`src/limit_switch_pkg.sv`:
```
// Shared constants and types for the limit switching output.
package limit_switch_pkg;
   localparam int unsigned VAL_W        = 32;
   localparam int unsigned SRC_COUNT    = 7;
   localparam int unsigned SRC_W        = 3;
   localparam logic [2:0]  SRC_CALC     = 3'h6;
   localparam logic [1:0]  LEVEL_NPN    = 2'h0;
   localparam logic [1:0]  LEVEL_PNP    = 2'h1;
   localparam logic [1:0]  LEVEL_PP     = 2'h2;
   localparam logic [1:0]  LEVEL_PP_INV = 2'h3;
   localparam logic [1:0]  ERR_INTENSITY = 2'h0;
   localparam logic [1:0]  ERR_RANGE     = 2'h1;
   localparam logic [1:0]  ERR_EITHER    = 2'h2;
   localparam logic [1:0]  BEH_ERROR  = 2'h0;
   localparam logic [1:0]  BEH_UPPER  = 2'h1;
   localparam logic [1:0]  BEH_LOWER  = 2'h2;
   localparam logic [1:0]  BEH_BOTH   = 2'h3;
   typedef logic signed [VAL_W-1:0] value_t;
   typedef enum logic [2:0] {
      ST_IDLE  = 3'b001,
      ST_UPPER = 3'b010,
      ST_LOWER = 3'b100
   } limit_state_t;
endpackage : limit_switch_pkg

```
`src/sample_if.sv`:
```
// Interface carrying one selected sample and its error flags.
`timescale 1ns/1ns
`default_nettype none
interface sample_if;
   import limit_switch_pkg::*;
   logic   valid;
   value_t value;
   logic   err_intensity;
   logic   err_range;
   modport src (output valid, output value, output err_intensity, output err_range);
   modport dst (input valid, input value, input err_intensity, input err_range);
endinterface : sample_if
`default_nettype wire

```
`src/limit_switch_output.sv`:
```
// Top of the limit switching output: supervision, hysteresis and drive.
`timescale 1ns/1ns
`default_nettype none
module limit_switch_output
   import limit_switch_pkg::*;
(
   input  wire logic                       i_clk,           // 25 MHz system clock.
   input  wire logic                       i_rst,           // Synchronous reset, active high.
   input  wire logic                       i_meas_valid,    // One-cycle strobe per new measurement.
   input  wire logic [SRC_COUNT*VAL_W-1:0] i_values,        // Distances one to six, then calculated value.
   input  wire logic                       i_err_intensity, // Intensity error of this measurement.
   input  wire logic                       i_err_range,     // Measuring-range error of this measurement.
   input  wire logic [SRC_W-1:0]           i_source,        // Monitored value select.
   input  wire logic [1:0]                 i_level,         // Output level convention.
   input  wire logic [1:0]                 i_behaviour,     // Switching behaviour.
   input  wire logic [1:0]                 i_err_sel,       // Error condition select.
   input  wire value_t                     i_upper_limit,   // Upper limit, signed value units.
   input  wire value_t                     i_lower_limit,   // Lower limit, signed value units.
   input  wire value_t                     i_hysteresis,    // Hysteresis, signed value units.
   input  wire logic                       i_short_pin,     // Short-circuit sense pin.
   input  wire logic                       i_sw_reset,      // Software reset command pulse.
   output logic                            o_high_on,       // High-side transistor conducts.
   output logic                            o_low_on,        // Low-side transistor conducts.
   output logic                            o_active,        // Logical switching state.
   output logic                            o_short_latched  // Short protection latched.
);
   sample_if smp ();

   logic         short_meta_reg;
   logic         short_sync_reg;
   limit_state_t state_reg;
   limit_state_t state_next;
   logic         active_reg;
   logic         active_next;
   logic         err_hit;
   logic         above_upper;
   logic         below_upper_rel;
   logic         below_lower;
   logic         above_lower_rel;
   logic         upper_en;
   logic         lower_en;
   value_t       upper_rel;
   value_t       lower_rel;

   sample_select u_select (
      .i_clk           (i_clk),
      .i_rst           (i_rst),
      .i_meas_valid    (i_meas_valid),
      .i_source        (i_source),
      .i_values        (i_values),
      .i_err_intensity (i_err_intensity),
      .i_err_range     (i_err_range),
      .smp             (smp)
   );

   // Release thresholds carry the hysteresis band.
   assign upper_rel = value_t'(i_upper_limit - i_hysteresis);
   assign lower_rel = value_t'(i_lower_limit + i_hysteresis);

   assign upper_en        = (i_behaviour == BEH_UPPER) || (i_behaviour == BEH_BOTH);
   assign lower_en        = (i_behaviour == BEH_LOWER) || (i_behaviour == BEH_BOTH);
   assign above_upper     = smp.value > i_upper_limit;
   assign below_upper_rel = smp.value < upper_rel;
   assign below_lower     = smp.value < i_lower_limit;
   assign above_lower_rel = smp.value > lower_rel;

   assign err_hit = (i_err_sel == ERR_INTENSITY) ? smp.err_intensity :
                    (i_err_sel == ERR_RANGE) ? smp.err_range :
                    (smp.err_intensity | smp.err_range);

   always_comb begin
      state_next  = state_reg;
      active_next = active_reg;
      if (smp.valid) begin
         if (i_behaviour == BEH_ERROR) begin
            state_next  = ST_IDLE;
            active_next = err_hit;
         end else begin
            case (state_reg)
               ST_IDLE: begin
                  if (upper_en && above_upper) begin
                     state_next = ST_UPPER;
                  end else if (lower_en && below_lower) begin
                     state_next = ST_LOWER;
                  end
               end
               ST_UPPER: begin
                  if (!upper_en || below_upper_rel) begin
                     state_next = (lower_en && below_lower) ? ST_LOWER : ST_IDLE;
                  end
               end
               ST_LOWER: begin
                  if (!lower_en || above_lower_rel) begin
                     state_next = (upper_en && above_upper) ? ST_UPPER : ST_IDLE;
                  end
               end
               default: begin
                  state_next = ST_IDLE;
               end
            endcase
            active_next = (state_next != ST_IDLE);
         end
      end
   end

   always_ff @(posedge i_clk) begin
      if (i_rst) begin
         short_meta_reg <= 1'b0;
         short_sync_reg <= 1'b0;
         state_reg      <= ST_IDLE;
         active_reg     <= 1'b0;
      end else begin
         short_meta_reg <= i_short_pin;
         short_sync_reg <= short_meta_reg;
         state_reg      <= state_next;
         active_reg     <= active_next;
      end
   end
   assign o_active = active_reg;

   output_stage u_stage (
      .i_clk      (i_clk),
      .i_rst      (i_rst),
      .i_active   (active_reg),
      .i_level    (i_level),
      .i_short_s  (short_sync_reg),
      .i_sw_reset (i_sw_reset),
      .o_high_on  (o_high_on),
      .o_low_on   (o_low_on),
      .o_latched  (o_short_latched)
   );

   upper_set_a: assert property (@(posedge i_clk) disable iff (i_rst)
      smp.valid && i_behaviour == BEH_UPPER && above_upper |=> active_reg)
      else $error("upper limit not activating");
   upper_rel_a: assert property (@(posedge i_clk) disable iff (i_rst)
      smp.valid && i_behaviour == BEH_UPPER && state_reg == ST_UPPER && below_upper_rel
      |=> !active_reg)
      else $error("upper hysteresis release missed");
   upper_keep_a: assert property (@(posedge i_clk) disable iff (i_rst)
      smp.valid && i_behaviour == BEH_UPPER && state_reg == ST_UPPER && !below_upper_rel
      |=> active_reg)
      else $error("upper released inside hysteresis");
   lower_set_a: assert property (@(posedge i_clk) disable iff (i_rst)
      smp.valid && i_behaviour == BEH_LOWER && below_lower |=> active_reg)
      else $error("lower limit not activating");
   lower_rel_a: assert property (@(posedge i_clk) disable iff (i_rst)
      smp.valid && i_behaviour == BEH_LOWER && state_reg == ST_LOWER && above_lower_rel
      |=> !active_reg)
      else $error("lower hysteresis release missed");
   err_mode_a: assert property (@(posedge i_clk) disable iff (i_rst)
      smp.valid && i_behaviour == BEH_ERROR |=> active_reg == $past(err_hit))
      else $error("error mode output wrong");
   hold_idle_a: assert property (@(posedge i_clk) disable iff (i_rst)
      !smp.valid |=> $stable(active_reg))
      else $error("output changed without measurement");
   short_off_a: assert property (@(posedge i_clk) disable iff (i_rst)
      o_short_latched |-> !o_high_on && !o_low_on)
      else $error("drive while short latched");
   pp_drive_a: assert property (@(posedge i_clk) disable iff (i_rst)
      i_level == LEVEL_PP && !o_short_latched && $stable(i_level) && $stable(active_reg)
      ##1 $stable(active_reg) && !o_short_latched |-> o_high_on == active_reg)
      else $error("push-pull drive mismatch");

   upper_cov_c: cover property (@(posedge i_clk) state_reg == ST_UPPER ##[1:20] state_reg == ST_IDLE);
   lower_cov_c: cover property (@(posedge i_clk) state_reg == ST_LOWER ##[1:20] state_reg == ST_IDLE);
   err_cov_c:   cover property (@(posedge i_clk) i_behaviour == BEH_ERROR && active_reg);
   short_cov_c: cover property (@(posedge i_clk) o_short_latched ##1 !o_short_latched);
endmodule : limit_switch_output
`default_nettype wire

```
`src/sample_select.sv`:
```
// Registers the selected monitored value of each new measurement.
`timescale 1ns/1ns
`default_nettype none
module sample_select
   import limit_switch_pkg::*;
(
   input  wire logic                   i_clk,           // System clock.
   input  wire logic                   i_rst,           // Synchronous reset.
   input  wire logic                   i_meas_valid,    // New measurement strobe.
   input  wire logic [SRC_W-1:0]       i_source,        // Monitored source select.
   input  wire logic [SRC_COUNT*VAL_W-1:0] i_values,    // Six distances and a calculated value.
   input  wire logic                   i_err_intensity, // Intensity error of measurement.
   input  wire logic                   i_err_range,     // Measuring-range error of measurement.
   sample_if.src                       smp              // Selected sample out.
);
   logic              valid_reg;
   value_t            value_reg;
   logic              ei_reg;
   logic              er_reg;
   logic [SRC_W-1:0]  src_clamped;
   value_t            sel_value;

   // Out-of-range codes fall back to the calculated value.
   assign src_clamped = (i_source > SRC_CALC) ? SRC_CALC : i_source;
   assign sel_value   = value_t'(i_values[src_clamped*VAL_W +: VAL_W]);

   always_ff @(posedge i_clk) begin
      if (i_rst) begin
         valid_reg <= 1'b0;
         value_reg <= '0;
         ei_reg    <= 1'b0;
         er_reg    <= 1'b0;
      end else begin
         valid_reg <= i_meas_valid;
         if (i_meas_valid) begin
            value_reg <= sel_value;
            ei_reg    <= i_err_intensity;
            er_reg    <= i_err_range;
         end
      end
   end

   assign smp.valid         = valid_reg;
   assign smp.value         = value_reg;
   assign smp.err_intensity = ei_reg;
   assign smp.err_range     = er_reg;

   src_sel_a: assert property (@(posedge i_clk) disable iff (i_rst)
      i_meas_valid |=> valid_reg && value_reg == $past(sel_value))
      else $error("selected sample not captured");
endmodule : sample_select
`default_nettype wire

```
`src/output_stage.sv`:
```
// Maps the logical switch state onto transistor drive and short protection.
`timescale 1ns/1ns
`default_nettype none
module output_stage
   import limit_switch_pkg::*;
(
   input  wire logic       i_clk,       // System clock.
   input  wire logic       i_rst,       // Synchronous reset.
   input  wire logic       i_active,    // Logical switch state.
   input  wire logic [1:0] i_level,     // Output level convention.
   input  wire logic       i_short_s,   // Synchronised short-circuit sense.
   input  wire logic       i_sw_reset,  // Software reset command pulse.
   output logic            o_high_on,   // High-side transistor conducts.
   output logic            o_low_on,    // Low-side transistor conducts.
   output logic            o_latched    // Short protection latched.
);
   logic latch_reg;
   logic latch_next;
   logic hi_req;
   logic lo_req;

   // Clearing requires both the command and the short gone; a new short wins.
   assign latch_next = i_short_s ? 1'b1 : (i_sw_reset ? 1'b0 : latch_reg);

   // Active state puts the relevant transistor into conduction.
   assign hi_req = (i_level == LEVEL_PNP) ? i_active :
                   (i_level == LEVEL_PP) ? i_active :
                   (i_level == LEVEL_PP_INV) ? ~i_active : 1'b0;
   assign lo_req = (i_level == LEVEL_NPN) ? i_active :
                   (i_level == LEVEL_PP) ? ~i_active :
                   (i_level == LEVEL_PP_INV) ? i_active : 1'b0;

   always_ff @(posedge i_clk) begin
      if (i_rst) begin
         latch_reg <= 1'b0;
         o_high_on <= 1'b0;
         o_low_on  <= 1'b0;
      end else begin
         latch_reg <= latch_next;
         o_high_on <= hi_req & ~latch_next;
         o_low_on  <= lo_req & ~latch_next;
      end
   end
   assign o_latched = latch_reg;

   latch_hold_a: assert property (@(posedge i_clk) disable iff (i_rst)
      latch_reg && !i_sw_reset |=> latch_reg)
      else $error("short latch released without command");
   npn_drive_a: assert property (@(posedge i_clk) disable iff (i_rst)
      i_level == LEVEL_NPN && i_active && !latch_next |=> o_low_on && !o_high_on)
      else $error("npn active not conducting");
endmodule : output_stage
`default_nettype wire

```
`config.mk`:
```
export PLATFORM = sky130hd
export DESIGN_NAME = limit_switch_output
export DESIGN_NICKNAME = d
export VERILOG_FILES = /design/src/limit_switch_pkg.sv /design/src/sample_if.sv /design/src/limit_switch_output.sv /design/src/sample_select.sv /design/src/output_stage.sv
export SDC_FILE = /design/constraint.sdc
export NUM_CORES = 1
export LEC_CHECK = 0
export ABC_AREA = 1
export BUFFER_PORTS_ARGS = -buffer_cell sky130_fd_sc_hd__buf_2
export CAP_MARGIN = 20
export CORE_MARGIN = 2
export CORE_UTILIZATION = 30
export CTS_BUF_LIST = sky130_fd_sc_hd__clkbuf_16
export DETAILED_ROUTE_END_ITERATION = 6
export PLACE_DENSITY = 0.55
export SLEW_MARGIN = 20
export SYNTH_ARGS = -nofsm -noshare
export SYNTH_HDL_FRONTEND = slang
export SYNTH_HIERARCHICAL = 1
export SYNTH_SLANG_ARGS = --single-unit
```
`constraint.sdc`:
```
create_clock -name i_clk -period 3.2 [get_ports i_clk]
set_input_delay 0.16 -clock i_clk [delete_from_list [all_inputs] [get_ports i_clk]]
set_output_delay 0.16 -clock i_clk [all_outputs]
set_load 0.005 [all_outputs]
```
======== Word level (Yosys, flattened, before mapping) ========
Cells that the tools add are included.
storage, ports and cells
  flip-flop bits (word level) ............. 44
  bits in latches ......................... 0
  memory bits (writable) .................. 0
  memory bits (read-only) ................. 0
  input port bits ......................... 336
  output and inout port bits .............. 4
  logic and storage cells ................. 68
  memories kept ........................... 0
operators by class
  add/subtract/negate cells ............... 2
  multiply operators ...................... 0
  divide/modulo/power cells ............... 0
  magnitude comparators ................... 5
  eq/ne operators ......................... 11
  shifts and indexed selects .............. 1
  muxes and demuxes ....................... 22
  bitwise gates (word level) .............. 5
  reduce and logical (&&, ||, !) cells .... 11
operators with widths
  kind                                                                     number
  224-bit by 9-bit indexed part select with 32-bit output                  1
  32-bit greater-than comparator                                           2
  32-bit < comparator                                                      2
  32-bit adder                                                             1
  32-bit subtractor                                                        1
  3-bit two-way mux                                                        9
  1-bit two-way mux                                                        11
  3-bit one-hot mux with 3 select lines                                    1
  2-bit == test, second input constant                                     4
  2-bit by 1-bit == test with 1-bit output, second input constant          3
  2-bit logical NOT                                                        3
  1-bit logical OR                                                         4
  3-bit by 1-bit == test with 1-bit output, second input constant          1
  3-bit by 2-bit == test with 1-bit output, second input constant          1
  3-bit == test, second input constant                                     1
  3-bit greater-than comparator, second input constant                     1
  3-bit by 1-bit inequality test with 1-bit output, second input constant  1
  1-bit bitwise AND                                                        2
  1-bit logical AND                                                        2
  1-bit logical NOT                                                        2
  2-bit two-way mux                                                        1
  1-bit NOT                                                                2
  1-bit bitwise OR                                                         1

======== Logic depth before layout (Yosys ltp) ========
Gate-level depths: netlist (run 1).
  depth after elaboration ................. 10
  depth in mapped cells ................... 33

======== By module ========
The synthesis (run 1) kept the hierarchy.
by module, submodules not included
  module               times used  cells an instance  area each (µm²)  seq. area each (µm²)
  limit_switch_output  1           1,055              6,711.4          120.1
  sample_select        1           748                3,849.9          700.7
  output_stage         1           21                 136.4            60.1

======== Worst setup path before layout (run 1) ========
OpenSTA, ideal clock, no wires.
  kind .................................... input -> register
  from .................................... in i_upper_limit[0]
  to ...................................... reg state_reg[0]
  library setup time ...................... 0.120 ns
  arrival time ............................ 3.234 ns
  required time ........................... 3.080 ns
  setup slack ............................. -0.155 ns
  stages on the path ...................... 29
  buffers on the path ..................... 0
  cells stage by stage .................... inv_1 ha_1 inv_1 fa_1 nand3_1 nand2_1 nand2_1 nand2_1 a21oi_2 o21ai_2 nand2_1 o21ai_2 a21boi_2 o21ai_2 xor2_1 ha_1 nand2_1 nor2_1 nor3b_2 and3_1 nand2_1 nand3_1 nand3_1 nand2_1 nand2_1 nand2_1 nand2_1 a21oi_1 o21ai_1
between the ends
  cells in the longest elaborated chain, start to end .. 8
ends and longest elaborated chain
  item                                                                 RTL line                                                                         source
  from (decl)                                                          limit_switch_output.sv:17                                                        input wire value_t i_upper_limit,
  32-bit subtractor or 32-bit greater-than comparator (tied branches)  limit_switch_output.sv:57, limit_switch_output.sv:62
  32-bit < comparator or 1-bit logical AND (tied branches)             limit_switch_output.sv:63, limit_switch_output.sv:81, limit_switch_output.sv:94
  1-bit logical OR or 2-bit two-way mux (tied branches)                limit_switch_output.sv:88, limit_switch_output.sv:94
  3-bit two-way mux, on equally long branches                          limit_switch_output.sv:88, limit_switch_output.sv:93
  3-bit one-hot mux with 3 select lines (*)                            limit_switch_output.sv:79                                                        case (state_reg)
  3-bit two-way mux (*)                                                limit_switch_output.sv:75                                                        if (i_behaviour == BEH_ERROR) begin
  3-bit two-way mux (*)                                                limit_switch_output.sv:74                                                        if (smp.valid) begin
  3-bit two-way mux (*)                                                limit_switch_output.sv:75
  to (signal assigned)                                                 limit_switch_output.sv:115                                                       state_reg <= state_next;
  to (decl)                                                            limit_switch_output.sv:31                                                        limit_state_t state_reg;
Mark *: on every way between the ends. The rest lies on a longest branch, timed or not. The select of a mux whose other input is x is not followed.
A chain may end at the register's enable or synchronous reset.

======== Final worst setup path (run 1) ========
  from .................................... in i_upper_limit[0]
  to ...................................... reg active_reg, in the netlist o_active
between the ends
  cells in the longest elaborated chain, start to end .. 9
ends and longest elaborated chain
  item                                                                 RTL line                                                                         source
  32-bit subtractor or 32-bit greater-than comparator (tied branches)  limit_switch_output.sv:57, limit_switch_output.sv:62
  32-bit < comparator or 1-bit logical AND (tied branches)             limit_switch_output.sv:63, limit_switch_output.sv:81, limit_switch_output.sv:94
  1-bit logical OR or 2-bit two-way mux (tied branches)                limit_switch_output.sv:88, limit_switch_output.sv:94
  3-bit two-way mux, on equally long branches                          limit_switch_output.sv:88, limit_switch_output.sv:93
  3-bit one-hot mux with 3 select lines (*)                            limit_switch_output.sv:79
  3-bit two-way mux (*)                                                limit_switch_output.sv:75
  3-bit two-way mux (*)                                                limit_switch_output.sv:74
  3-bit by 1-bit inequality test with 1-bit output (*)                 limit_switch_output.sv:101                                                       active_next = (state_next != ST_IDLE);
  1-bit two-way mux (*)                                                limit_switch_output.sv:75
  to (signal assigned)                                                 limit_switch_output.sv:116                                                       active_reg <= active_next;
  to (decl)                                                            limit_switch_output.sv:33                                                        logic active_reg;
Marks and branches as above.

==> out/qor.json, run 1 <==
{
  "status": "complete, but fails checks",
  "violations": "setup timing",
  "yosys_most_used_dff": "sky130_fd_sc_hd__dfxtp_1",
  "fin_util_pct": 43.8,
  "cellInternalPower_mw": 2.20,
  "cts_buffer_depth": 2,
  "fin_nets": 2886,
  "cts.clk_slew.worst_paths_ps": 70,
  "clk_latency_ps": 290,
  "critical_path.slowest_cell": "sky130_fd_sc_hd__fa_2",
  "class_of_the_worst_hold_path": "primary input to flop",
  "finish.instance_area_sq_um": 15500,
  "detail_route.vias_per_cell": 4.73,
  "critPathMostFrequentCell": "sky130_fd_sc_hd__nand2_2",
  "netlist_instances": 1824,
  "yosysWarningCount": 6,
  "cp_data_required_time_ps": 3350,
  "synth_enable_flop_cells": 0,
  "p_switching_mw": 1.66,
  "cts_inserted_buffers": 5,
  "antenna_violations_before_repair": 6,
  "tritoncts_num_sinks": 44,
  "leakagePower_nw": 8.81,
  "post_synth.cell_area_avg_sq_um": 5.87,
  "cts_htree_levels": 2,
  "f_max_mhz": 293,
  "port-buffer-count": 339,
  "initial_core_util_pct": 30.3,
  "clockRootBuffer": "sky130_fd_sc_hd__clkbuf_16",
  "synthArstFlopShare_pct": 0,
  "layout_worst_path_cycle_share_pct": 106,
  "finalHoldViolCount": 0,
  "floorplan.core_area_sq_um": 35300,
  "cp-start-kind": "primary input",
  "timing.final.max_slew_violations": 0,
  "syn_area_sq_um": 10700,
  "critical_path.max_stage_delay_ps": 350,
  "drt_drc_violations_left": 0,
  "fp.dieW_um": 193,
  "max-cap-violations": 0,
  "pwr-share-comb_pct": 67.4,
  "post_route_cells_drive_above_1_share_pct": 31.3,
  "sequentialPowerShare_pct": 17.2,
  "sw_frac_of_total_pct": 43.1,
  "timing.slew.headroom_pct": 46.8,
  "die_y_um": 193,
  "ys_seq_elements": 44,
  "crit_family": "simple AND/OR/NAND/NOR gates",
  "register_area_share_after_synthesis_pct": 8.23,
  "setup_viol": 4,
  "post-route-min-period_ps": 3410,
  "largest_register_ff_count": 32,
  "worstPathBufferInverterCount": 3,
  "detail_route.wl_per_cell_um": 14.7,
  "placement_rows": 69,
  "endpoint_kind": "flop",
  "global_route_wire_length_before_repair_um": 63700,
  "ant_nets": 0,
  "place.detailed.instances": 2784,
  "rsz_0062_raised_after_global_routing": "true",
  "gr-usage-all-layers_pct": 21.6,
  "cts_tree": "built",
  "setup_total_negative_slack_ps": -637,
  "placement.cell_area_sq_um": 14400,
  "number_of_global_route_vias_before_repair": 13000,
  "netlist-cell-type-count": 46,
  "first_pass_iters": 5,
  "timing_worst_setup_path_type": "primary input to flop",
  "globalplace.congestion": 0.941,
  "timing.critical_path.arrival_ps": 3560,
  "detailroute.via_count": 13400,
  "syn-num-nets": 2350,
  "postRouteWirelength_um": 41600,
  "non_filler_instance_count_after_layout": 2825,
  "dr.first_iter.drc_count": 463,
  "dpl_hpwl_um": 35300,
  "grt.overflow.total": 0,
  "fin_ws_ps": -207,
  "worst_clk_skew_ps": 6.05,
  "cp_max_fo": 3,
  "clkPwrFrac_pct": 15.4,
  "finalHoldWorstSlack_ps": 81.6,
  "grt_start_max_net_pins": 72,
  "timing_worst_slew_pin_value_ps": 798,
  "powerDensity_nw_per_um2": 250,
  "io_pins": 340,
  "areaGrowthSynthToFinish_pct": 44.6,
  "max_ir_drop_vdd_mv": 0.181,
  "dieArea_sq_um": 37200
}
==> cells by family after synthesis <==
| family | synth area share (%) |
|---|---|
| and+or+nand+nor | 33.4 |
| DFF | 8.23 |
| buffers and inverters | 13.4 |
| adders and majority gates | 22.4 |
| xor gates and xnor gates | 4.50 |
| AOI/OAI and AO/OA | 18.1 |
==> worst register-to-register path, stage by stage, from the launching register on <==
cell,delay [ps]
sky130_fd_sc_hd__dfxtp_1,530
sky130_fd_sc_hd__ha_1,330
sky130_fd_sc_hd__a21oi_1,130
sky130_fd_sc_hd__o21ai_0,120
sky130_fd_sc_hd__nor2_1,200
sky130_fd_sc_hd__nand2_1,150
sky130_fd_sc_hd__nand2_1,110
sky130_fd_sc_hd__nand2_1,60
sky130_fd_sc_hd__nand2_1,60
sky130_fd_sc_hd__nand3_1,190
sky130_fd_sc_hd__nand2_1,110
sky130_fd_sc_hd__inv_1,50
sky130_fd_sc_hd__a21oi_2,140
sky130_fd_sc_hd__nand2_2,80
sky130_fd_sc_hd__nand2_1,70
sky130_fd_sc_hd__nand2_1,60
sky130_fd_sc_hd__a21oi_2,120
==> cell usage after synthesis (8+ instances only) <==
cell / n / share of area, %
sky130_fd_sc_hd__a21oi_1: 227 / 11
sky130_fd_sc_hd__o21ai_0: 27 / 1.3
sky130_fd_sc_hd__nand4_1: 10 / 0.58
sky130_fd_sc_hd__xor2_1: 26 / 2.1
sky130_fd_sc_hd__nand3_1: 156 / 7.3
sky130_fd_sc_hd__a21oi_2: 9 / 0.74
sky130_fd_sc_hd__o21ai_1: 11 / 0.51
sky130_fd_sc_hd__xnor2_1: 29 / 2.4
sky130_fd_sc_hd__dfxtp_1: 44 / 8.2
sky130_fd_sc_hd__clkbuf_1: 15 / 0.53
sky130_fd_sc_hd__nor3_1: 15 / 0.70
sky130_fd_sc_hd__o21a_1: 12 / 0.84
sky130_fd_sc_hd__nand3b_1: 40 / 2.8
sky130_fd_sc_hd__o21ai_2: 13 / 1.1
sky130_fd_sc_hd__nand2_1: 404 / 14
sky130_fd_sc_hd__a21o_1: 9 / 0.63
sky130_fd_sc_hd__buf_2: 39 / 1.8
sky130_fd_sc_hd__ha_1: 188 / 22
sky130_fd_sc_hd__nor2_1: 196 / 6.9
sky130_fd_sc_hd__inv_1: 296 / 10
sky130_fd_sc_hd__a31oi_1: 8 / 0.47
==> per-stage QoR <==
| stage | total power, mW | setup WS [ps] |
|---|---|---|
| after floorplan | 2.02 | -48.2 |
| after global routing | 4.24 | -442 |
| after CTS | 3.73 | -181 |
| final | 3.87 | -207 |
| after global placement | 2.97 | -648 |
| after detailed placement | 3.01 | -688 |
==> what timing repair did <==
action,4_1_cts,5_1_grt
setup buffers,16,14
hold buffers,0,0
pin swaps,43,69
resized for setup,56,81
setup endpoints to repair,4,4
endpoints found under the hold margin,0,0
==> power by group through the flow <==
stage               clock network [mW]  registers (mW)  logic [mW]
finish                           0.596           0.663        2.61
global route                     0.642           0.670        2.93
CTS                              0.629           0.662        2.44
detailed placement                   0           0.674        2.33
global placement                     0           0.673        2.30
floorplan                            0           0.635        1.39
==> path summary, 6_finish.rpt <==
path	startpoint	end	slack (ps)	cells past startpoint
worst max-delay path	i_upper_limit[0]	o_active$_SDFFE_PP0P_	-210	32
worst min-delay path	i_short_pin	short_meta_reg$_SDFF_PP0_	80	3
worst max register to register	u_select/smp.value[15]$_SDFFE_PP0P_	o_active$_SDFFE_PP0P_	640	16
worst min register to register	short_meta_reg$_SDFF_PP0_	short_sync_reg$_SDFF_PP0_	410	2
==> area by class of cell <==
type	count	area (sq um)
sequential	44	881
clock inverter	3	46.3
tap	461	577
timing repair buffer	591	3690
multi-input combinational	1416	8990
antenna	3	7.51
fill	3832	19800
inverter	302	1150
clock buffer	5	125
==> cells in the final DEF (no fill, tap or decap), types with 3 or more instances in the layout <==
cell and n:
sky130_fd_sc_hd__nor4_1 4, sky130_fd_sc_hd__o21ai_1 9, sky130_fd_sc_hd__ha_4 15, sky130_fd_sc_hd__nand2_2 28
sky130_fd_sc_hd__nor2_1 191, sky130_fd_sc_hd__a21oi_1 210, sky130_fd_sc_hd__nor2_4 3, sky130_fd_sc_hd__nand2_4 6
sky130_fd_sc_hd__a21boi_4 3, sky130_fd_sc_hd__nand2_1 374, sky130_fd_sc_hd__clkbuf_16 5, sky130_fd_sc_hd__a21oi_2 22
sky130_fd_sc_hd__nand3_1 151, sky130_fd_sc_hd__inv_2 11, sky130_fd_sc_hd__nand3_2 5, sky130_fd_sc_hd__a21oi_4 4
sky130_fd_sc_hd__o21ai_2 15, sky130_fd_sc_hd__nand3b_1 40, sky130_fd_sc_hd__inv_1 288, sky130_fd_sc_hd__a21boi_2 3
sky130_fd_sc_hd__o21ai_0 23, sky130_fd_sc_hd__buf_2 331, sky130_fd_sc_hd__o21a_1 12, sky130_fd_sc_hd__nor2_2 3
sky130_fd_sc_hd__nand4_1 10, sky130_fd_sc_hd__xor2_1 25, sky130_fd_sc_hd__buf_6 10, sky130_fd_sc_hd__buf_12 3
sky130_fd_sc_hd__xnor2_1 26, sky130_fd_sc_hd__o21ai_4 5, sky130_fd_sc_hd__ha_1 173, sky130_fd_sc_hd__diode_2 3
sky130_fd_sc_hd__a31oi_1 8, sky130_fd_sc_hd__buf_4 246, sky130_fd_sc_hd__nor3_1 14, sky130_fd_sc_hd__dfxtp_1 44
sky130_fd_sc_hd__a21o_1 9
==> metal layers <==
metal / vias up / track usage [%] / routed length [um]
met5: - / 0 / 0
met4: 0 / 5.43 / 762
met3: 41 / 1.24 / 1810
met2: 357 / 37.6 / 19700
met1: 5928 / 29.0 / 19300
li1: 7028 / - / -
No activity file was read; power rests on OpenSTA's default activity.
==> run 2: changes to the inputs <==
--- a/config.mk
+++ b/config.mk
@@ -5,14 +5,13 @@
 export SDC_FILE = /design/constraint.sdc
 export NUM_CORES = 1
 export LEC_CHECK = 0
-export ABC_AREA = 1
 export BUFFER_PORTS_ARGS = -buffer_cell sky130_fd_sc_hd__buf_2
 export CAP_MARGIN = 20
 export CORE_MARGIN = 2
 export CORE_UTILIZATION = 30
 export CTS_BUF_LIST = sky130_fd_sc_hd__clkbuf_16
 export DETAILED_ROUTE_END_ITERATION = 6
-export PLACE_DENSITY = 0.55
+export PLACE_DENSITY = 0.56
 export SLEW_MARGIN = 20
 export SYNTH_ARGS = -nofsm -noshare
 export SYNTH_HDL_FRONTEND = slang
==> out/qor.json, run 2 <==
{
  "largest_register_ff_count": {"value": 32, "change": "unchanged"},
  "cts_htree_levels": {"value": 2, "change": "unchanged"},
  "dieArea": {"value": 33400, "unit": "sq um", "change": "was 37200 sq um"},
  "cts_buffer_depth": {"value": 2, "change": "unchanged"},
  "number_of_global_route_vias_before_repair": {"value": 11200, "change": "was 13000"},
  "post-route-min-period": {"value": 4190, "unit": "ps", "change": "was 3410 ps"},
  "global_route_wire_length_before_repair": {"value": 60700, "unit": "um", "change": "was 63700 um"},
  "final_cell_mix": {"value": "sky130_fd_sc_hd__buf_2, sky130_fd_sc_hd__buf_4, sky130_fd_sc_hd__ha_1, sky130_fd_sc_hd__inv_1, sky130_fd_sc_hd__mux2i_1", "change": "was sky130_fd_sc_hd__nand2_1, sky130_fd_sc_hd__buf_2, sky130_fd_sc_hd__inv_1, sky130_fd_sc_hd__buf_4, sky130_fd_sc_hd__a21oi_1"},
  "synthArstFlopShare": {"value": 0, "unit": "%", "change": "unchanged"},
  "yosysWarningCount": {"value": 6, "change": "unchanged"},
  "dpl_hpwl": {"value": 35100, "unit": "um", "change": "was 35300 um"},
  "detailroute.via_count": {"value": 11300, "change": "was 13400"},
  "gr-usage-all-layers": {"value": 23.4, "unit": "%", "change": "was 21.6%"},
  "timing.critical_path.arrival": {"value": 4370, "unit": "ps", "change": "was 3560 ps"},
  "clockRootBuffer": {"value": "sky130_fd_sc_hd__clkbuf_16", "change": "unchanged"},
  "ant_nets": {"value": 0, "change": "unchanged"},
  "post_synth_main_area_contributors": {"value": "sky130_fd_sc_hd__ha_1, sky130_fd_sc_hd__mux2i_1, sky130_fd_sc_hd__dfxtp_1", "change": "was sky130_fd_sc_hd__ha_1, sky130_fd_sc_hd__nand2_1, sky130_fd_sc_hd__a21oi_1"},
  "max_ir_drop_vdd": {"value": 0.185, "unit": "mV", "change": "was 0.181 mV"},
  "areaGrowthSynthToFinish": {"value": 44.9, "unit": "%", "change": "was 44.6%"},
  "route.met3.wl": {"value": 1980, "unit": "um", "change": "was 1810 um"},
  "timing_worst_setup_path_type": {"value": "primary input to flop", "change": "unchanged"},
  "globalplace.congestion": {"value": 0.935, "change": "was 0.941"},
  "rsz_0062_raised_after_global_routing": {"value": "true", "change": "unchanged"},
  "yosys_most_used_dff": {"value": "sky130_fd_sc_hd__dfxtp_1", "change": "unchanged"},
  "total_power": {"value": 3.62, "unit": "mW", "change": "was 3.87 mW"},
  "first_pass_iters": {"value": 5, "change": "unchanged"},
  "p_switching": {"value": 1.53, "unit": "mW", "change": "was 1.66 mW"},
  "f_max": {"value": 239, "unit": "MHz", "change": "was 293 MHz"},
  "die_y": {"value": 183, "unit": "um", "change": "was 193 um"},
  "grt_start_max_net_pins": {"value": 38, "change": "was 72"},
  "status": {"value": "complete, but fails checks", "change": "unchanged"},
  "floorplan.core_area": {"value": 31600, "unit": "sq um", "change": "was 35300 sq um"},
  "number_of_fill_cells": {"value": 3254, "change": "was 3832"},
  "cts_inserted_buffers": {"value": 5, "change": "unchanged"},
  "cts.clk_slew.worst_paths": {"value": 70, "unit": "ps", "change": "about the same"},
  "layout_commonest_cell": {"value": "sky130_fd_sc_hd__buf_2", "change": "was sky130_fd_sc_hd__nand2_1"},
  "timing_worst_slew_pin_value": {"value": 598, "unit": "ps", "change": "was 798 ps"},
  "netlist-cell-type-count": {"value": 80, "change": "was 46"},
  "postRouteWirelength": {"value": 40400, "unit": "um", "change": "was 41600 um"},
  "register_area_share_after_synthesis": {"value": 9.18, "unit": "%", "change": "was 8.23%"},
  "leakagePower": {"value": 7.54, "unit": "nW", "change": "was 8.81 nW"},
  "powerDensity": {"value": 260, "unit": "nW/um^2", "change": "was 250 nW/um^2"},
  "cp_data_required_time": {"value": 3380, "unit": "ps", "change": "was 3350 ps"},
  "synthMostInstantiatedCell": {"value": "sky130_fd_sc_hd__ha_1", "change": "was sky130_fd_sc_hd__nand2_1"},
  "detail_route.vias_per_cell": {"value": 5.16, "change": "was 4.73"},
  "sequentialPowerShare": {"value": 18.5, "unit": "%", "change": "was 17.2%"},
  "syn-num-nets": {"value": 1734, "change": "was 2350"},
  "clkPwrFrac": {"value": 14.4, "unit": "%", "change": "was 15.4%"},
  "post_route_cells_drive_above_1_share": {"value": 37.4, "unit": "%", "change": "was 31.3%"},
  "netlist_instances": {"value": 1208, "change": "was 1824"},
  "pwr-share-comb": {"value": 67.1, "unit": "%", "change": "was 67.4%"},
  "clk_latency": {"value": 290, "unit": "ps", "change": "about the same"},
  "wl_met2": {"value": 18900, "unit": "um", "change": "was 19700 um"},
  "max-cap-violations": {"value": 0, "change": "unchanged"},
  "tritoncts_num_sinks": {"value": 44, "change": "unchanged"},
  "layout_worst_path_cycle_share": {"value": 131, "unit": "%", "change": "was 106%"},
  "port-buffer-count": {"value": 339, "change": "unchanged"},
  "placement_rows": {"value": 65, "change": "was 69"},
  "fin_nets": {"value": 2299, "change": "was 2886"},
  "yosysTopAreaCell": {"value": "sky130_fd_sc_hd__ha_1", "change": "unchanged"},
  "timing.slew.headroom": {"value": 60.1, "unit": "%", "change": "was 46.8%"},
  "portion_of_synthesized_cell_area_occupied_by_the_leading_cell_type": {"value": 24.5, "unit": "%", "change": "was 22.0%"},
  "post_synth.cell_area_avg": {"value": 7.94, "unit": "sq um", "change": "was 5.87 sq um"},
  "class_of_the_worst_hold_path": {"value": "primary input to flop", "change": "unchanged"},
  "drt_drc_violations_left": {"value": 0, "change": "unchanged"},
  "setup_viol": {"value": 4, "change": "unchanged"},
  "cp_max_fo": {"value": 4, "change": "was 3"},
  "initial_core_util": {"value": 30.4, "unit": "%", "change": "was 30.3%"},
  "endpoint_kind": {"value": "flop", "change": "unchanged"},
  "sw_frac_of_total": {"value": 42.2, "unit": "%", "change": "was 43.1%"},
  "placement.cell_area": {"value": 13400, "unit": "sq um", "change": "was 14400 sq um"},
  "worst_clk_skew": {"value": 6.17, "unit": "ps", "change": "was 6.05 ps"},
  "fin_ws": {"value": -987, "unit": "ps", "change": "was -207 ps"},
  "route.layer.met1.wl": {"value": 18600, "unit": "um", "change": "was 19300 um"},
  "finalHoldViolCount": {"value": 0, "change": "unchanged"},
  "antenna_violations_before_repair": {"value": 6, "change": "unchanged"},
  "cp-start-kind": {"value": "primary input", "change": "unchanged"},
  "finish.instance_area": {"value": 13900, "unit": "sq um", "change": "was 15500 sq um"},
  "netlist_top_cells_count": {"value": "sky130_fd_sc_hd__ha_1, sky130_fd_sc_hd__inv_1, sky130_fd_sc_hd__mux2i_1, sky130_fd_sc_hd__a21oi_1, sky130_fd_sc_hd__nand2_1", "change": "was sky130_fd_sc_hd__nand2_1, sky130_fd_sc_hd__inv_1, sky130_fd_sc_hd__a21oi_1, sky130_fd_sc_hd__nor2_1, sky130_fd_sc_hd__ha_1"},
  "timing.final.max_slew_violations": {"value": 0, "change": "unchanged"},
  "fp.dieW": {"value": 183, "unit": "um", "change": "was 193 um"},
  "ys_seq_elements": {"value": 44, "change": "unchanged"},
  "ff2ff_path_depth": {"value": 10, "change": "was 16"},
  "syn_area": {"value": 9590, "unit": "sq um", "change": "was 10700 sq um"},
  "cellInternalPower": {"value": 2.09, "unit": "mW", "change": "was 2.20 mW"},
  "violations": {"value": "setup timing", "change": "unchanged"},
  "detail_route.wl_per_cell": {"value": 18.5, "unit": "um", "change": "was 14.7 um"},
  "dr.first_iter.drc_count": {"value": 706, "change": "was 463"},
  "routed.top_layer": {"value": "met4", "change": "unchanged"},
  "grt.overflow.total": {"value": 0, "change": "unchanged"},
  "synth_enable_flop_cells": {"value": 0, "change": "unchanged"},
  "hold_depth": {"value": 2, "change": "was 3"},
  "io_pins": {"value": 340, "change": "unchanged"},
  "cts_tree": {"value": "built", "change": "unchanged"}
}
-- run 2: cell count changes after synthesis, sizes merged, moves of 22 or more --
cell	delta
inv	-171
mux2i	+99
nand3	-125
a22oi	+33
nor2	-149
a21oi	-138
nand2	-333
a32o	+33
a21o	+32
nor2b	+22
nand3b	-37
o21a	+33
buf	-26
-- run 2: final cells by class --
cell class | instances | area, sq um | share of cell area (%)
clock buffer | 5 | 125 | 0.900
sequential | 44 | 881 | 6.34
timing repair buffer | 592 | 3650 | 26.3
clock inverter | 3 | 13.8 | 0.0990
multi-input combinational | 1000 | 8220 | 59.2
tap | 402 | 503 | 3.62
antenna | 6 | 15.0 | 0.108
inverter | 130 | 490 | 3.53
-- run 2: worst paths after layout --
path / from / end / slack (ps)
worst max register to register: u_select/smp.value[9]$_SDFFE_PP0P_ / state_reg[0]$_SDFFE_PP1P_ / 70
worst min register to register: short_meta_reg$_SDFF_PP0_ / short_sync_reg$_SDFF_PP0_ / 460
worst min-delay path: i_short_pin / short_meta_reg$_SDFF_PP0_ / 90
worst max-delay path: i_hysteresis[5] / o_active$_SDFFE_PP0P_ / -990
-- run 2: layer usage --
layer | vias up | global-route usage (%)
met4 | 0 | 6.56
met2 | 340 | 40.0
met1 | 5208 | 31.6
li1 | 5672 | -
met3 | 34 | 2.08
met5 | - | 0
-- run 2: kinds of logic (layout without fill, tap and decap cells) --
kind of cell             count (synthesis)  count (layout)  synth area share [%]
AO/OA/AOI/OAI                          393             393                  28.8
AND/OR/NAND/NOR                        264             264                  14.2
adder cells (fa/ha/maj)                190             190                  24.9
buffers and inverters                  164             730                  7.53
multiplexers                           100             100                  10.5
XOR/XNOR                                53              53                  4.84
flip-flops                              44              44                  9.18
other                                    0               6                     0
-- run 2: metrics by stage --
step	TNS [ps]	utilization [%]	setup WS [ps]	hold slack, ps	instances
global route	-4380	44.1	-1170	86.5	2182
global placement	-5510	42.6	-1440	396	2157
CTS	-3630	43.4	-970	76.9	2169
floorplan	-2710	-	-833	229	1208
detailed placement	-5660	42.6	-1510	388	2157
finish	-3580	44.1	-987	85.9	2182
-- run 2: power by group through the flow --
stage	logic (mW)	clock network [mW]	registers, mW
after floorplan	1.29	0	0.645
after global placement	2.26	0	0.676
after detailed placement	2.29	0	0.678
after CTS	2.34	0.539	0.665
after global routing	2.68	0.556	0.672
final	2.43	0.521	0.667
-- run 2: what timing repair did --
| action | in CTS | in global routing |
|---|---|---|
| gates resized for setup | 24 | 27 |
| cloned | 0 | 0 |
| hold buffers | 0 | 0 |
| pin swaps | 18 | 37 |
| setup endpoints to repair | 4 | 4 |
| setup buffers | 4 | 7 |
-- run 2: worst max-delay path: stages --
cell and delay (ps):
sky130_fd_sc_hd__buf_2 110, sky130_fd_sc_hd__inv_1 40, sky130_fd_sc_hd__ha_1 290, sky130_fd_sc_hd__o21a_1 200, sky130_fd_sc_hd__o21ai_2 210, sky130_fd_sc_hd__nor2_1 70, sky130_fd_sc_hd__o211ai_1 120, sky130_fd_sc_hd__nand3b_1 180
sky130_fd_sc_hd__a2111o_1 520, sky130_fd_sc_hd__a211o_4 410, sky130_fd_sc_hd__a21oi_4 140, sky130_fd_sc_hd__a311oi_1 110, sky130_fd_sc_hd__ha_1 340, sky130_fd_sc_hd__a21o_1 210, sky130_fd_sc_hd__a2111oi_4 290, sky130_fd_sc_hd__o21ai_1 120
sky130_fd_sc_hd__nand2_1 140, sky130_fd_sc_hd__nand3_1 110, sky130_fd_sc_hd__a21oi_2 190, sky130_fd_sc_hd__a221oi_2 90, sky130_fd_sc_hd__o31a_1 310
